## config.mk

```make
export PLATFORM = sky130hd
export DESIGN_NAME = ucs2_alpha_field_decoder
export DESIGN_NICKNAME = d
export VERILOG_FILES = /design/src/core/alpha_pkg.sv /design/src/core/alpha_byte_fifo.sv /design/src/core/ucs2_alpha_field_decoder.sv
export VERILOG_INCLUDE_DIRS = /design/src /design/src/core
export SDC_FILE = /design/constraint.sdc
export NUM_CORES = 1
export LEC_CHECK = 0
export ABC_AREA = 1
export CAP_MARGIN = 10
export CORE_MARGIN = 2
export CORE_UTILIZATION = 50
export DETAILED_ROUTE_END_ITERATION = 8
export DONT_BUFFER_PORTS = 1
export HOLD_SLACK_MARGIN = 0.15
export PLACE_DENSITY = 0.69
export RECOVER_POWER = 100
export SLEW_MARGIN = 10
export SYNTH_ARGS = -nofsm -noshare
export SYNTH_HDL_FRONTEND = slang
export SYNTH_SLANG_ARGS = --single-unit
```

## constraint.sdc

```tcl
create_clock -name clock -period 4.4 [get_ports clock]
set_clock_uncertainty 0.2 [all_clocks]
set_input_delay 0.88 -clock clock [delete_from_list [all_inputs] [get_ports clock]]
set_output_delay 0.88 -clock clock [all_outputs]
set_load 0.01 [all_outputs]
```

## src/core/alpha_defines.svh

```systemverilog
`ifndef ALPHA_DEFINES_SVH
`define ALPHA_DEFINES_SVH

// ----------------------------------------------------------------
// Leading byte markers of the 16-bit alpha schemes
// ----------------------------------------------------------------
`define ALPHA_MARK_DIRECT 8'h80
`define ALPHA_MARK_HALF8 8'h81
`define ALPHA_MARK_HALF16 8'h82

// ----------------------------------------------------------------
// Byte and code point layout
// ----------------------------------------------------------------
`define ALPHA_FILL_BYTE 8'hFF
`define ALPHA_FILL_PAIR 16'hFFFF
`define ALPHA_TOP_BIT 7
`define ALPHA_LOW7_MSB 6
`define ALPHA_COUNT_ZERO 8'h00
`define ALPHA_COUNT_ONE 8'h01
`define ALPHA_COUNT_STEP 8'h01
`define ALPHA_CODE_ZERO 16'h0000

// ----------------------------------------------------------------
// Buffering
// ----------------------------------------------------------------
`define ALPHA_FIFO_DEPTH 4

`endif

```

## src/core/alpha_pkg.sv

```systemverilog
package alpha_pkg;

    // One byte of an alpha field with its framing marks
    typedef struct packed {
        logic first;
        logic last;
        logic [7:0] data;
    } field_beat_t;

    typedef enum logic [1:0] {
        SCHEME_DEFAULT,
        SCHEME_DIRECT,
        SCHEME_HALF8,
        SCHEME_HALF16
    } scheme_t;

    // One decoded character
    typedef struct packed {
        logic [15:0] code;
        logic is_default;
        scheme_t scheme;
    } alpha_char_t;

    typedef enum {
        ST_HEADER,
        ST_COUNT,
        ST_PTR_HI,
        ST_PTR_LO,
        ST_CHARS,
        ST_RAW_HI,
        ST_RAW_LO,
        ST_PLAIN,
        ST_SKIP
    } dec_state_t;

endpackage

```

## src/core/alpha_byte_fifo.sv

```systemverilog
`timescale 1ns/100ps
`include "alpha_defines.svh"

module alpha_byte_fifo #(
    parameter int WIDTH = 10,
    parameter int DEPTH = `ALPHA_FIFO_DEPTH
) (
    // Clock and reset
    input wire logic clock,
    input wire logic rst,
    // Filling side
    input wire logic wr_valid,
    input wire logic [WIDTH-1:0] wr_data,
    output logic wr_ready,
    // Draining side
    output logic rd_valid,
    output logic [WIDTH-1:0] rd_data,
    input wire logic rd_ready
);
    localparam int AW = (DEPTH > 1) ? $clog2(DEPTH) : 1;
    localparam int CW = $clog2(DEPTH + 1);

    logic [WIDTH-1:0] mem [DEPTH];
    logic [AW-1:0] wr_ptr_ff, nxt_wr_ptr;
    logic [AW-1:0] rd_ptr_ff, nxt_rd_ptr;
    logic [CW-1:0] count_ff, nxt_count;
    logic ready_ff, nxt_ready;
    logic push;
    logic pop;

    function automatic logic [AW-1:0] step_ptr(input logic [AW-1:0] ptr);
        step_ptr = (ptr == AW'(DEPTH - 1)) ? '0 : ptr + AW'(1);
    endfunction

    assign push = wr_valid & ready_ff;
    assign pop = rd_valid & rd_ready;
    assign wr_ready = ready_ff;
    assign rd_valid = (count_ff != '0);
    assign rd_data = mem[rd_ptr_ff];

    // ----------------------------------------------------------------
    // Pointers and fill level
    // ----------------------------------------------------------------
    always_comb
    begin
        nxt_wr_ptr = push ? step_ptr(wr_ptr_ff) : wr_ptr_ff;
        nxt_rd_ptr = pop ? step_ptr(rd_ptr_ff) : rd_ptr_ff;
        nxt_count = count_ff;
        if (push && !pop)
        begin
            nxt_count = count_ff + CW'(1);
        end
        else if (pop && !push)
        begin
            nxt_count = count_ff - CW'(1);
        end
        // Ready is registered so the filling side never sees a combinational path
        nxt_ready = (nxt_count != CW'(DEPTH));
    end

    always_ff @(posedge clock or posedge rst)
    begin
        if (rst)
        begin
            wr_ptr_ff <= '0;
            rd_ptr_ff <= '0;
            count_ff <= '0;
            ready_ff <= 1'b0;
        end
        else
        begin
            wr_ptr_ff <= nxt_wr_ptr;
            rd_ptr_ff <= nxt_rd_ptr;
            count_ff <= nxt_count;
            ready_ff <= nxt_ready;
        end
    end

    // Storage needs no reset; empty slots are never read out as valid
    always_ff @(posedge clock)
    begin
        if (push)
        begin
            mem[wr_ptr_ff] <= wr_data;
        end
    end

endmodule // alpha_byte_fifo

```

## src/core/ucs2_alpha_field_decoder.sv

```systemverilog
`timescale 1ns/100ps
`include "alpha_defines.svh"

// Functional notes
// - Leading byte 80h makes every following byte pair before an FFFFh pair one code point, first byte high.
// - Leading byte 81h makes the second byte the number of characters.
// - In the 81h scheme the third byte sits above seven zero bits to form the base pointer.
// - In the 81h scheme counted bytes from the fourth on with top bit clear are default characters; bytes past the count are skipped.
// - A character byte with top bit set adds its low seven bits to the base pointer.
// - Leading byte 82h gives a count in byte two and a full pointer in bytes three and four.
// - In the 82h scheme characters start at byte five and decode as in the 81h scheme.
// - All three schemes are decoded, which covers both small and large character sets.
module ucs2_alpha_field_decoder
    import alpha_pkg::*;
(
    // Clock and reset
    input wire logic clock,
    input wire logic rst,
    // Field bytes from the record reader
    input wire logic in_valid,
    input wire logic [7:0] in_data,
    input wire logic in_first,
    input wire logic in_last,
    output logic in_ready,
    // Decoded characters to the consumer
    output logic out_valid,
    output alpha_char_t out_char,
    input wire logic out_ready,
    // Status
    output logic busy
);
    field_beat_t wr_beat;
    field_beat_t beat;
    logic beat_valid;
    logic take;

    dec_state_t state_ff, nxt_state;
    logic [15:0] base_ff, nxt_base;
    logic [7:0] count_ff, nxt_count;
    logic [7:0] high_ff, nxt_high;
    scheme_t scheme_ff, nxt_scheme;
    logic out_valid_ff, nxt_out_valid;
    alpha_char_t out_char_ff, nxt_out_char;
    logic busy_ff, nxt_busy;

    // ----------------------------------------------------------------
    // Helpers
    // ----------------------------------------------------------------
    function automatic alpha_char_t half_page_char(
        input logic [7:0] b,
        input logic [15:0] base,
        input scheme_t sch
    );
        alpha_char_t c;
        c.scheme = sch;
        if (b[`ALPHA_TOP_BIT])
        begin
            c.code = base + {9'h000, b[`ALPHA_LOW7_MSB:0]};
            c.is_default = 1'b0;
        end
        else
        begin
            c.code = {9'h000, b[`ALPHA_LOW7_MSB:0]};
            c.is_default = 1'b1;
        end
        return c;
    endfunction

    function automatic alpha_char_t plain_char(
        input logic [15:0] code,
        input logic dflt,
        input scheme_t sch
    );
        alpha_char_t c;
        c.code = code;
        c.is_default = dflt;
        c.scheme = sch;
        return c;
    endfunction

    // ----------------------------------------------------------------
    // Input buffering
    // ----------------------------------------------------------------
    assign wr_beat.first = in_first;
    assign wr_beat.last = in_last;
    assign wr_beat.data = in_data;

    alpha_byte_fifo #(
        .WIDTH($bits(field_beat_t)),
        .DEPTH(`ALPHA_FIFO_DEPTH)
    ) u_fifo (
        .clock(clock),
        .rst(rst),
        .wr_valid(in_valid),
        .wr_data(wr_beat),
        .wr_ready(in_ready),
        .rd_valid(beat_valid),
        .rd_data(beat),
        .rd_ready(take)
    );

    // A byte is consumed only when the output slot is free, so a stalled
    // consumer backs up through the FIFO to the record reader
    assign take = beat_valid & (~out_valid_ff | out_ready);

    // ----------------------------------------------------------------
    // Decode
    // ----------------------------------------------------------------
    always_comb
    begin
        nxt_state = state_ff;
        nxt_base = base_ff;
        nxt_count = count_ff;
        nxt_high = high_ff;
        nxt_scheme = scheme_ff;
        nxt_out_valid = out_valid_ff & ~out_ready;
        nxt_out_char = out_char_ff;
        nxt_busy = busy_ff;
        if (take)
        begin
            // A first-byte mark always restarts, recovering from a cut field
            if (beat.first || state_ff == ST_HEADER)
            begin
                nxt_busy = 1'b1;
                case (beat.data)
                    `ALPHA_MARK_DIRECT:
                    begin
                        nxt_scheme = SCHEME_DIRECT;
                        nxt_state = ST_RAW_HI;
                    end
                    `ALPHA_MARK_HALF8:
                    begin
                        nxt_scheme = SCHEME_HALF8;
                        nxt_state = ST_COUNT;
                    end
                    `ALPHA_MARK_HALF16:
                    begin
                        nxt_scheme = SCHEME_HALF16;
                        nxt_state = ST_COUNT;
                    end
                    default:
                    begin
                        // Unmarked record: default alphabet bytes, FFh is filler
                        nxt_scheme = SCHEME_DEFAULT;
                        nxt_state = ST_PLAIN;
                        if (beat.data != `ALPHA_FILL_BYTE)
                        begin
                            nxt_out_valid = 1'b1;
                            nxt_out_char = plain_char({9'h000, beat.data[`ALPHA_LOW7_MSB:0]},
                                1'b1, SCHEME_DEFAULT);
                        end
                    end
                endcase
            end
            else
            begin
                case (state_ff)
                    ST_COUNT:
                    begin
                        nxt_count = beat.data;
                        nxt_state = ST_PTR_HI;
                    end
                    ST_PTR_HI:
                    begin
                        if (scheme_ff == SCHEME_HALF8)
                        begin
                            nxt_base = {1'b0, beat.data, 7'h00};
                            nxt_state = (count_ff == `ALPHA_COUNT_ZERO) ? ST_SKIP : ST_CHARS;
                        end
                        else
                        begin
                            nxt_base = {beat.data, base_ff[7:0]};
                            nxt_state = ST_PTR_LO;
                        end
                    end
                    ST_PTR_LO:
                    begin
                        nxt_base = {base_ff[15:8], beat.data};
                        // Characters begin with the next byte, the fifth
                        nxt_state = (count_ff == `ALPHA_COUNT_ZERO) ? ST_SKIP : ST_CHARS;
                    end
                    ST_CHARS:
                    begin
                        nxt_out_valid = 1'b1;
                        nxt_out_char = half_page_char(beat.data, base_ff, scheme_ff);
                        nxt_count = count_ff - `ALPHA_COUNT_STEP;
                        if (count_ff == `ALPHA_COUNT_ONE)
                        begin
                            nxt_state = ST_SKIP;
                        end
                    end
                    ST_RAW_HI:
                    begin
                        nxt_high = beat.data;
                        nxt_state = ST_RAW_LO;
                    end
                    ST_RAW_LO:
                    begin
                        // A pair of filler bytes ends the characters; a lone odd
                        // byte before the field end is dropped as unusable
                        if ({high_ff, beat.data} == `ALPHA_FILL_PAIR)
                        begin
                            nxt_state = ST_SKIP;
                        end
                        else
                        begin
                            nxt_out_valid = 1'b1;
                            nxt_out_char = plain_char({high_ff, beat.data}, 1'b0,
                                SCHEME_DIRECT);
                            nxt_state = ST_RAW_HI;
                        end
                    end
                    ST_PLAIN:
                    begin
                        if (beat.data != `ALPHA_FILL_BYTE)
                        begin
                            nxt_out_valid = 1'b1;
                            nxt_out_char = plain_char({9'h000, beat.data[`ALPHA_LOW7_MSB:0]},
                                1'b1, SCHEME_DEFAULT);
                        end
                    end
                    ST_SKIP:
                    begin
                        nxt_state = ST_SKIP;
                    end
                    default:
                    begin
                        nxt_state = ST_HEADER;
                    end
                endcase
            end
            if (beat.last)
            begin
                nxt_state = ST_HEADER;
                nxt_busy = 1'b0;
            end
        end
    end

    always_ff @(posedge clock or posedge rst)
    begin
        if (rst)
        begin
            state_ff <= ST_HEADER;
            base_ff <= `ALPHA_CODE_ZERO;
            count_ff <= `ALPHA_COUNT_ZERO;
            high_ff <= `ALPHA_COUNT_ZERO;
            scheme_ff <= SCHEME_DEFAULT;
            out_valid_ff <= 1'b0;
            out_char_ff <= '0;
            busy_ff <= 1'b0;
        end
        else
        begin
            state_ff <= nxt_state;
            base_ff <= nxt_base;
            count_ff <= nxt_count;
            high_ff <= nxt_high;
            scheme_ff <= nxt_scheme;
            out_valid_ff <= nxt_out_valid;
            out_char_ff <= nxt_out_char;
            busy_ff <= nxt_busy;
        end
    end

    assign out_valid = out_valid_ff;
    assign out_char = out_char_ff;
    assign busy = busy_ff;

endmodule // ucs2_alpha_field_decoder

```

==> results.json, run 1 <==
{
  "syn_area_mm2": 0.00604,
  "fillCellCount": 1087,
  "cts.sinks": 107,
  "wl_met2_um": 7050,
  "synth_top_area_cell": "dfrtp_1",
  "synth.most_common_cell": "nand2_1",
  "critical_path.max_fanout": 17,
  "area_growth_pct": 5.57,
  "slew_headroom_pct": -11.9,
  "drt_iter0_drc": 363,
  "totalPowerFinal_mw": 4.98,
  "status": "finished with violations",
  "io_buffers": 0,
  "failed_checks": "capacitance limit, slew limit",
  "drive_gt1_share_pct": 9.17,
  "final-setup-viol-count": 0,
  "fmax_mhz": 291,
  "routed_wl_um": 14200,
  "seq_area_mm2": 0.00288,
  "cts_tree": "yes",
  "hold_buffers": 0,
  "crit_buf_inv": 2,
  "dr_wl_met3_um": 764,
  "postSynthAreaPerCell_um2": 8.31,
  "utilization_pct": 53.5,
  "vias": 4855,
  "dieArea_mm2": 0.0130,
  "grtUsageTotal_pct": 23.3,
  "antenna_left": 0,
  "synth_common_cells": "253 x nand2_1, 67 x dfrtp_1, 64 x inv_1",
  "cp_cell_sequence": "inv_4, nand3_1, nand2_1, inv_1, nand2_1, nor2_1, nand3_1, nand3_1, nand2_4, nand2_1, nand2_1, nand2_1",
  "antenna_found_initial": 0,
  "hold_path.class": "flip-flop to flip-flop",
  "post_cts_resized": 0,
  "clkTransAtPathRegs_ps": 70,
  "start_util_pct": 50.7,
  "place.detailed.hpwl_um": 10400,
  "yosysUniqueCellTypes": 42,
  "setup_ws_ps": 958,
  "core_area_mm2": 0.0119,
  "hold_viol_final": 0,
  "grt_pass1_wl_um": 23200,
  "grt_pass1_vias": 4771,
  "root_buffer": "clkbuf_16",
  "ys_seq_area_share_pct": 47.7,
  "grt_max_degree": 45,
  "power_density_mw_per_mm2": 781,
  "start_kind": "flip-flop",
  "drt-met1-wl_um": 5870,
  "tns_ps": 0,
  "maxSlewViolCount": 45,
  "finalCritPeriodShare_pct": 78.2,
  "worstMarginPinSlew_ps": 1680,
  "netlist_instances": 727,
  "synth.top_cell.area_share_pct": 27.8,
  "cts_made_buffers": 9,
  "critPathTopFamily": "simple AND/OR/NAND/NOR gates",
  "drt_drc_violations_left": 0,
  "vias_per_cell": 5.53,
  "die-height_um": 114,
  "cpMostUsedCell": "nand2_1",
  "async_flop_share_pct": 62.6,
  "ys_ff_latch": 107,
  "synthFlopType": "dfrtp_1",
  "rsz0062_at_grt": "false",
  "syn_nets": 760,
  "dieWidth_um": 114,
  "required_ps": 4500,
  "cts_max_path_buffers": 2,
  "top_layer": "met4",
  "synth_area_leaders": "dfrtp_1 28%, edfxtp_1 20%, nand2_1 16%",
  "diodes": 0,
  "fin_crit_ps": 3440,
  "ir_drop_uv": 393,
  "dp.cells": 862,
  "std_cell_rows": 40,
  "max_stage_delay_ps": 800,
  "synth-edff-count": 40,
  "htree_levels": 3,
  "multi_input_area_mm2": 0.00272,
  "fin_nets": 759,
  "setup.worst_path.end_class": "flip-flop",
  "yosys_warnings": 0,
  "criticalPathCategory": "flip-flop to flip-flop",
  "avgRoutedWirePerCell_um": 16.1,
  "dp_slack_ps": 1170,
  "gr-total-overflow": 0,
  "first_pass_iters": 7,
  "place_congestion": 0.981,
  "post_cts_buffers": 0,
  "critPathSlowestCell": "dfrtp_1",
  "clk_latency_ps": 360,
  "finalNonFillerCells": 878,
  "ios": 36,
  "critPathArrivalTime_ps": 3550,
  "max_cap_violations": 1,
  "static-leakage-power_nw": 3.05
}
[area by class of cell]
type / instances / share of cell area (%)
well taps: 147 / 2.89
repair buffers: 2 / 0.177
clock buffers: 10 / 3.93
clock inverters: 6 / 0.785
inverters: 70 / 4.36
flip-flops and latches: 107 / 45.1
multi-input cells: 536 / 42.7
[per-layer routing]
layer,vias to the layer above,track usage (%)
met5,-,0
li1,2370,-
met3,39,6.22
met4,0,10.6
met1,2301,27.6
met2,145,39.6
[cell usage in the layout (no fill, tap or decap), types with 4 or more instances in the layout]
cell type / count
nand2_2: 18
nand3_2: 13
o21ai_0: 53
nand3_1: 49
clkbuf_16: 10
nand2_4: 8
o22ai_1: 9
nand2_1: 256
dfrtp_1: 67
a21oi_1: 19
nor2_1: 48
nand4_1: 6
inv_1: 67
nor3_1: 5
ha_1: 18
xor2_1: 7
edfxtp_1: 40
nor2_2: 4
[flip-flops by register name, summed over array words and instances, names as in the netlist]
register          cells
count_ff              8
u_fifo.wr_ptr_ff      2
high_ff               8
out_valid             1
out_char             19
base_ff              16
busy                  1
scheme_ff             2
u_fifo.wr_ready       1
state_ff              4
u_fifo.count_ff       3
u_fifo.rd_ptr_ff      2
u_fifo.mem           40
[worst register-to-register path: stages (launching register included)]
cell and delay [ps]:
dfrtp_1 800, inv_4 220, nand3_1 150, nand2_1 290
inv_1 300, nand2_1 90, nor2_1 150, nand3_1 130
nand3_1 160, nand2_4 140, nand2_1 540, nand2_1 120
nand2_1 90
[final timing paths]
check / startpoint / endpoint / slack [ps] / depth (start not counted)
setup / recovery: u_fifo.rd_ptr_ff[1]$_DFFE_PP0P_ / out_char[12]$_DFFE_PP0P_ / 960 / 12
hold / removal: scheme_ff[1]$_DFFE_PP0P_ / scheme_ff[1]$_DFFE_PP0P_ / 300 / 2
setup reg to reg: u_fifo.rd_ptr_ff[1]$_DFFE_PP0P_ / out_char[12]$_DFFE_PP0P_ / 960 / 12
hold reg to reg: scheme_ff[1]$_DFFE_PP0P_ / scheme_ff[1]$_DFFE_PP0P_ / 300 / 2
max in group asynchronous: rst / count_ff[4]$_DFFE_PP0P_ / 1260 / 2
min in group asynchronous: rst / out_char[13]$_DFFE_PP0P_ / 730 / 1
[per-stage QoR]
step / hold WS (ps) / area [um^2]
5_1_grt: 339 / 6370
3_5_place_dp: 278 / 6120
2_1_floorplan: 252 / 6040
6_report: 297 / 6370
3_3_place_gp: 274 / 6120
4_1_cts: 296 / 6420
[where the power goes]
group / switching (mW) / internal, mW
logic: 1.77 / 0.739
clock network: 0.389 / 0.429
registers: 0.285 / 1.37
total: 2.44 / 2.54
[kinds of logic (layout without fill, tap and decap cells)]
| group | after synthesis | count (layout) | synth area share (%) |
|---|---|---|---|
| xor gates and xnor gates | 9 | 9 | 1.31 |
| adders and majority gates | 19 | 19 | 4.06 |
| AOI/OAI and AO/OA | 93 | 93 | 8.43 |
| and+or+nand+nor | 415 | 415 | 32.0 |
| DFF | 107 | 107 | 47.7 |
| buffers and inverters | 84 | 88 | 6.51 |
No activity file was read; power rests on OpenSTA's default activity.
==> inputs of run 2 (changes only) <==
Clock period 4.4 ns to 3.2 ns, I/O delays scaled along.
==> run 2 against run 1 <==
Compared with the run above: the run now ends clean; via count grew 0.70%; die area unchanged; critical path depth is 4 higher; first-iteration DRC count decreased by 4.7%; register-to-register slack got worse by 620 ps; sequential power increased by 36%; final cell count is 2.1% higher; combinational power is 44% higher; fmax up 20%; worst setup slack got worse by 620 ps; global-route usage rose by 0.17 points; critical endpoint is now out_char[10]$_DFFE_PP0P_; largest cell class unchanged.
==> results.json, run 2 (same netlist as run 1, synthesis figures left out) <==
{
  "dieWidth_um": 114,
  "vias": 4889,
  "fin_nets": 777,
  "clk_latency_ps": 370,
  "antenna_found_initial": 0,
  "post_cts_buffers": 0,
  "diodes": 0,
  "grt_pass1_wl_um": 23400,
  "cts_max_path_buffers": 2,
  "root_buffer": "clkbuf_16",
  "hold_path.class": "input port to flip-flop",
  "cp_cell_sequence": "inv_2, buf_4, nand2_1, nand2_1, nand2_1, nand2_1, ha_1, nand3_1, nand2_1, a21oi_1, inv_1, a21oi_1, o21ai_0, nand2_1, nand2_1, nand2_1",
  "cp-startpoint": "u_fifo.rd_ptr_ff[0]$_DFFE_PP0P_",
  "final_common_cell": "nand2_1",
  "gr-total-overflow": 0,
  "grt_pass1_vias": 4787,
  "tns_ps": 0,
  "start_kind": "flip-flop",
  "place.detailed.hpwl_um": 10500,
  "ios": 36,
  "area_growth_pct": 8.66,
  "std_cell_rows": 40,
  "drt_drc_violations_left": 0,
  "cts_made_buffers": 9,
  "htree_levels": 3,
  "hold_viol_final": 0,
  "core_area_mm2": 0.0119,
  "fin_area_mm2": 0.00656,
  "max_stage_delay_ps": 410,
  "setup.worst_path.end_class": "flip-flop",
  "place_area_mm2": 0.00620,
  "finalCritPeriodShare_pct": 89.4,
  "cts_tree": "yes",
  "fin_hold_ws_ps": 164,
  "vias_per_cell": 5.46,
  "multi_input_area_mm2": 0.00275,
  "critPathArrivalTime_ps": 2960,
  "start_util_pct": 50.7,
  "place_congestion": 0.890,
  "finalNonFillerCells": 896,
  "cpMostUsedCell": "nand2_1",
  "crit_buf_inv": 3,
  "routed_wl_um": 14400,
  "fmax_mhz": 350,
  "io_buffers": 0,
  "power_density_mw_per_mm2": 1090,
  "grt_max_degree": 26,
  "fin_crit_ps": 2860,
  "rsz0062_at_grt": "false",
  "die-height_um": 114,
  "status": "finished clean",
  "criticalPathCategory": "flip-flop to flip-flop",
  "cts.sinks": 107,
  "final-setup-viol-count": 0,
  "seq_area_mm2": 0.00288,
  "dieArea_mm2": 0.0130,
  "grtUsageTotal_pct": 23.4,
  "critPathTopFamily": "simple AND/OR/NAND/NOR gates",
  "critical_path.max_fanout": 15,
  "min_from": "in_data[0]",
  "ir_drop_uv": 605,
  "r2r-start": "u_fifo.rd_ptr_ff[0]$_DFFE_PP0P_",
  "clkTransAtPathRegs_ps": 80,
  "regMostFlops": "u_fifo.mem",
  "fillCellCount": 1106,
  "drt_iter0_drc": 346,
  "slew_headroom_pct": 33.2,
  "largest_reg_flops": 40,
  "critPathSlowestCell": "dfrtp_1",
  "drive_gt1_share_pct": 10.9,
  "required_ps": 3300,
  "layout_common_cells": "253 x nand2_1, 67 x inv_1, 66 x dfrtp_1",
  "max_cap_violations": 0,
  "dp.cells": 873,
  "static-leakage-power_nw": 3.14,
  "antenna_left": 0,
  "worstMarginPinSlew_ps": 998,
  "avgRoutedWirePerCell_um": 16.0,
  "maxSlewViolCount": 0,
  "first_pass_iters": 5
}
==> run 2: routing by layer <==
layer  up-vias  GRT usage (%)  wire, um
met5         -              0         0
met2       139           39.6      7050
met3        25           5.37       844
met1      2317           28.6      6090
li1       2408              -         -
met4         0           10.8       379
==> run 2: timing repair <==
item | 4_1_cts | 5_1_grt
resized for setup | 0 | 2
endpoints found under the setup margin | 0 | 5
hold endpoints to repair | 23 | 15
hold buffers | 1 | 6
==> run 2: final timing paths <==
kind	to	slack, ps	depth (start not counted)
max	out_char[10]$_DFFE_PP0P_	340	16
min	u_fifo.mem[1][0]$_DFFE_PP_	160	0
max reg2reg	out_char[10]$_DFFE_PP0P_	340	16
min reg2reg	scheme_ff[1]$_DFFE_PP0P_	310	2
max in group asynchronous	u_fifo.rd_ptr_ff[1]$_DFFE_PP0P_	950	3
min in group asynchronous	out_char[18]$_DFFE_PP0P_	730	2
==> run 2: stage by stage <==
| step | util (%) | worst slack [ps] | total power, mW |
|---|---|---|---|
| after floorplan | - | 514 | 5.02 |
| after global placement | 52.1 | 348 | 5.81 |
| after detailed placement | 52.1 | 296 | 5.92 |
| after CTS | 55.0 | 264 | 7.20 |
| after global routing | 55.1 | 10.5 | 7.70 |
| final | 55.1 | 339 | 7.12 |
==> run 2: power by group <==
part / total [mW] / internal (mW) / switching, mW
clock network: 1.27 / 0.711 / 0.563
registers: 2.24 / 1.88 / 0.360
logic: 3.61 / 1.10 / 2.51
total: 7.12 / 3.69 / 3.43
==> run 2: area by class of cell <==
cell class	count	share of cell area (%)
flip-flops and latches	107	43.9
well taps	147	2.80
repair buffers	20	2.25
clock inverters	7	1.74
inverters	70	4.04
clock buffers	9	3.43
multi-input cells	536	41.9
==> inputs of run 3 (changes only) <==
Settings changed: ABC_AREA 1 to unset, PLACE_DENSITY 0.69 to unset.
==> run 3 against run 2 <==
Compared with the run above: global-route usage fell by 0.61 points; wire length decreased by 14%; first-iteration DRC count is 17% lower; sequential power is 3% higher; clock-buffer cell count grew 2; cell area decreased by 8.0%; flip-flop and latch count stayed put; synthesized cell count down 33%; area after synthesis is 8.7% lower; via count fell by 23%; worst setup slack lost 190 ps.
==> results.json, run 3 <==
{
  "synth_top_area_cell": "dfrtp_1",
  "status": "finished clean",
  "rsz0062_at_grt": "false",
  "ys_seq_area_share_pct": 52.2,
  "finalCritPeriodShare_pct": 95.2,
  "reg2regPathDepth": 7,
  "async_flop_share_pct": 62.6,
  "regMostFlops": "u_fifo.mem",
  "place_congestion": 0.859,
  "postSynthAreaPerCell_um2": 11.4,
  "power_density_mw_per_mm2": 1000,
  "layout_common_cells": "67 x dfrtp_1, 40 x edfxtp_1, 39 x nand2_1",
  "die-height_um": 109,
  "fin_hold_ws_ps": 324,
  "dieWidth_um": 109,
  "core_area_mm2": 0.0108,
  "setup.worst_path.end_class": "flip-flop",
  "yosysUniqueCellTypes": 60,
  "avgRoutedWirePerCell_um": 19.1,
  "diodes": 0,
  "cts_tree": "yes",
  "fin_crit_ps": 3050,
  "critical_path.max_fanout": 14,
  "area_growth_pct": 9.56,
  "drive_gt1_share_pct": 15.7,
  "gr-total-overflow": 0,
  "worstMarginPinSlew_ps": 1360,
  "dieArea_mm2": 0.0119,
  "maxSlewViolCount": 0,
  "static-leakage-power_nw": 2.45,
  "synthFlopType": "dfrtp_1",
  "synth.most_common_cell": "dfrtp_1",
  "place.detailed.hpwl_um": 8850,
  "antenna_left": 0,
  "drt_drc_violations_left": 0,
  "syn_area_mm2": 0.00551,
  "antenna_found_initial": 0,
  "p_sw_mw": 2.51,
  "totalPowerFinal_mw": 6.04,
  "synth-edff-count": 40,
  "clkTransAtPathRegs_ps": 100,
  "grt_pass1_vias": 3817,
  "critPathArrivalTime_ps": 3120,
  "io_buffers": 0,
  "criticalPathCategory": "flip-flop to flip-flop",
  "synth_common_cells": "67 x dfrtp_1, 40 x edfxtp_1, 39 x nand2_1",
  "worstHoldPathCells": 2,
  "hold_path.class": "flip-flop to flip-flop",
  "syn_nets": 518,
  "cts_max_path_buffers": 2,
  "cts.sinks": 107,
  "start_kind": "flip-flop",
  "fmax_mhz": 328,
  "ios": 36,
  "required_ps": 3270,
  "pwr-share-clk_pct": 15.1,
  "start_util_pct": 51.1,
  "vias": 3786,
  "fin_nets": 536,
  "largest_reg_flops": 40,
  "vias_per_cell": 5.84,
  "ys_ff_latch": 107,
  "fillCellCount": 894,
  "grtUsageTotal_pct": 22.8,
  "first_pass_iters": 5,
  "grt_max_degree": 35,
  "netlist_instances": 485,
  "ir_drop_uv": 550,
  "max_cap_violations": 0,
  "switching_share_pct": 41.6,
  "post_cts_buffers": 0,
  "final-setup-viol-count": 0,
  "p_comb_share_pct": 46.9,
  "cts_made_buffers": 9,
  "routed_wl_um": 12400,
  "clk_latency_ps": 390,
  "grt_pass1_wl_um": 20200,
  "seqPwrFrac_pct": 38.0,
  "synth_area_leaders": "dfrtp_1 30%, edfxtp_1 22%, mux2_2 4.5%",
  "intPower_mw": 3.52,
  "std_cell_rows": 38,
  "synth.top_cell.area_share_pct": 30.4,
  "yosys_warnings": 0,
  "hold_viol_final": 0,
  "drt_iter0_drc": 286,
  "root_buffer": "clkbuf_8",
  "final_common_cell": "dfrtp_1",
  "htree_levels": 3,
  "slew_headroom_pct": 9.12
}
## run 3: changes by cell type after synthesis, sizes merged, moves of 9 or more
cell,before,now
nand2,282,39
mux2,0,22
inv,69,14
o2bb2ai,0,13
nor2,55,34
a22oi,0,9
o22ai,9,0
xnor2,2,13
clkbuf,2,14
mux4,0,10
o21ai,54,38
nand3,63,11
## run 3: power groups by stage
stage | clock network (mW) | logic, mW | registers (mW)
CTS | 0.940 | 2.85 | 2.30
finish | 0.912 | 2.83 | 2.30
global placement | 0 | 2.78 | 2.32
floorplan | 0 | 2.17 | 2.16
detailed placement | 0 | 2.82 | 2.32
global route | 1.00 | 3.13 | 2.36
## run 3: area by class of cell
class                           count  area, um^2  share of cell area (%)
Clock inverter                      5        85.1                    1.41
Multi-Input combinational cell    337        2440                    40.5
Timing Repair Buffer               34         272                    4.50
Inverter                           14        52.6                   0.870
Clock buffer                       11         131                    2.18
Tap cell                          140         175                    2.90
Sequential cell                   107        2880                    47.7
## run 3: worst max-delay path, stage by stage (launching register included)
cell and delay [ps]:
dfrtp_1 400, buf_4 180, mux4_2 580, a211o_1 340, or3b_1 400, a31o_4 290
a21o_1 340, o2bb2ai_1 200
## run 3: repair_timing
| item | 4_1_cts | 5_1_grt |
|---|---|---|
| endpoints found under the hold margin | 72 | 0 |
| pin swaps | 0 | 1 |
| endpoints found under the setup margin | 1 | 11 |
| hold buffers | 11 | 0 |
| gates resized for setup | 1 | 4 |
## run 3: logic make-up after synthesis
family	synth area share (%)
and+or+nand+nor	12.9
DFF	52.2
buffers and inverters	3.29
adders and majority gates	4.81
xor gates and xnor gates	2.86
muxes	8.95
AOI/OAI and AO/OA	15.0
## run 3: path summary, 6_finish.rpt
| kind | startpoint | end | slack [ps] |
|---|---|---|---|
| max in group asynchronous | rst | u_fifo.wr_ptr_ff[1]$_DFFE_PP0P_ | 800 |
| min in group asynchronous | rst | base_ff[1]$_DFFE_PP0P_ | 870 |
| min reg2reg | base_ff[0]$_DFFE_PP0P_ | base_ff[0]$_DFFE_PP0P_ | 320 |
| min | base_ff[0]$_DFFE_PP0P_ | base_ff[0]$_DFFE_PP0P_ | 320 |
| max | u_fifo.rd_ptr_ff[0]$_DFFE_PP0P_ | out_char[14]$_DFFE_PP0P_ | 150 |
| max reg2reg | u_fifo.rd_ptr_ff[0]$_DFFE_PP0P_ | out_char[14]$_DFFE_PP0P_ | 150 |
## run 3: per-layer routing
metal	wire length (um)	part of all wire (%)	up-vias	track usage, %
met2	5770	47	85	35.3
met5	0	0	-	0
met4	166	1.3	0	6.68
met3	768	6.2	13	6.46
li1	-	-	1820	-
met1	5660	46	1868	31.4
## run 3: stage by stage
| stage | setup slack [ps] | utilization [%] | instances | cell area (um^2) | TNS (ps) |
|---|---|---|---|---|---|
| global route | 43.1 | 55.9 | 648 | 6040 | 0 |
| CTS | 63.7 | 56.1 | 648 | 6060 | 0 |
| finish | 153 | 55.9 | 648 | 6040 | 0 |
| floorplan | 165 | - | 485 | 5510 | 0 |
| detailed placement | -0.452 | 53.1 | 621 | 5730 | -0.452 |
| global placement | 45.2 | 53.1 | 621 | 5730 | 0 |
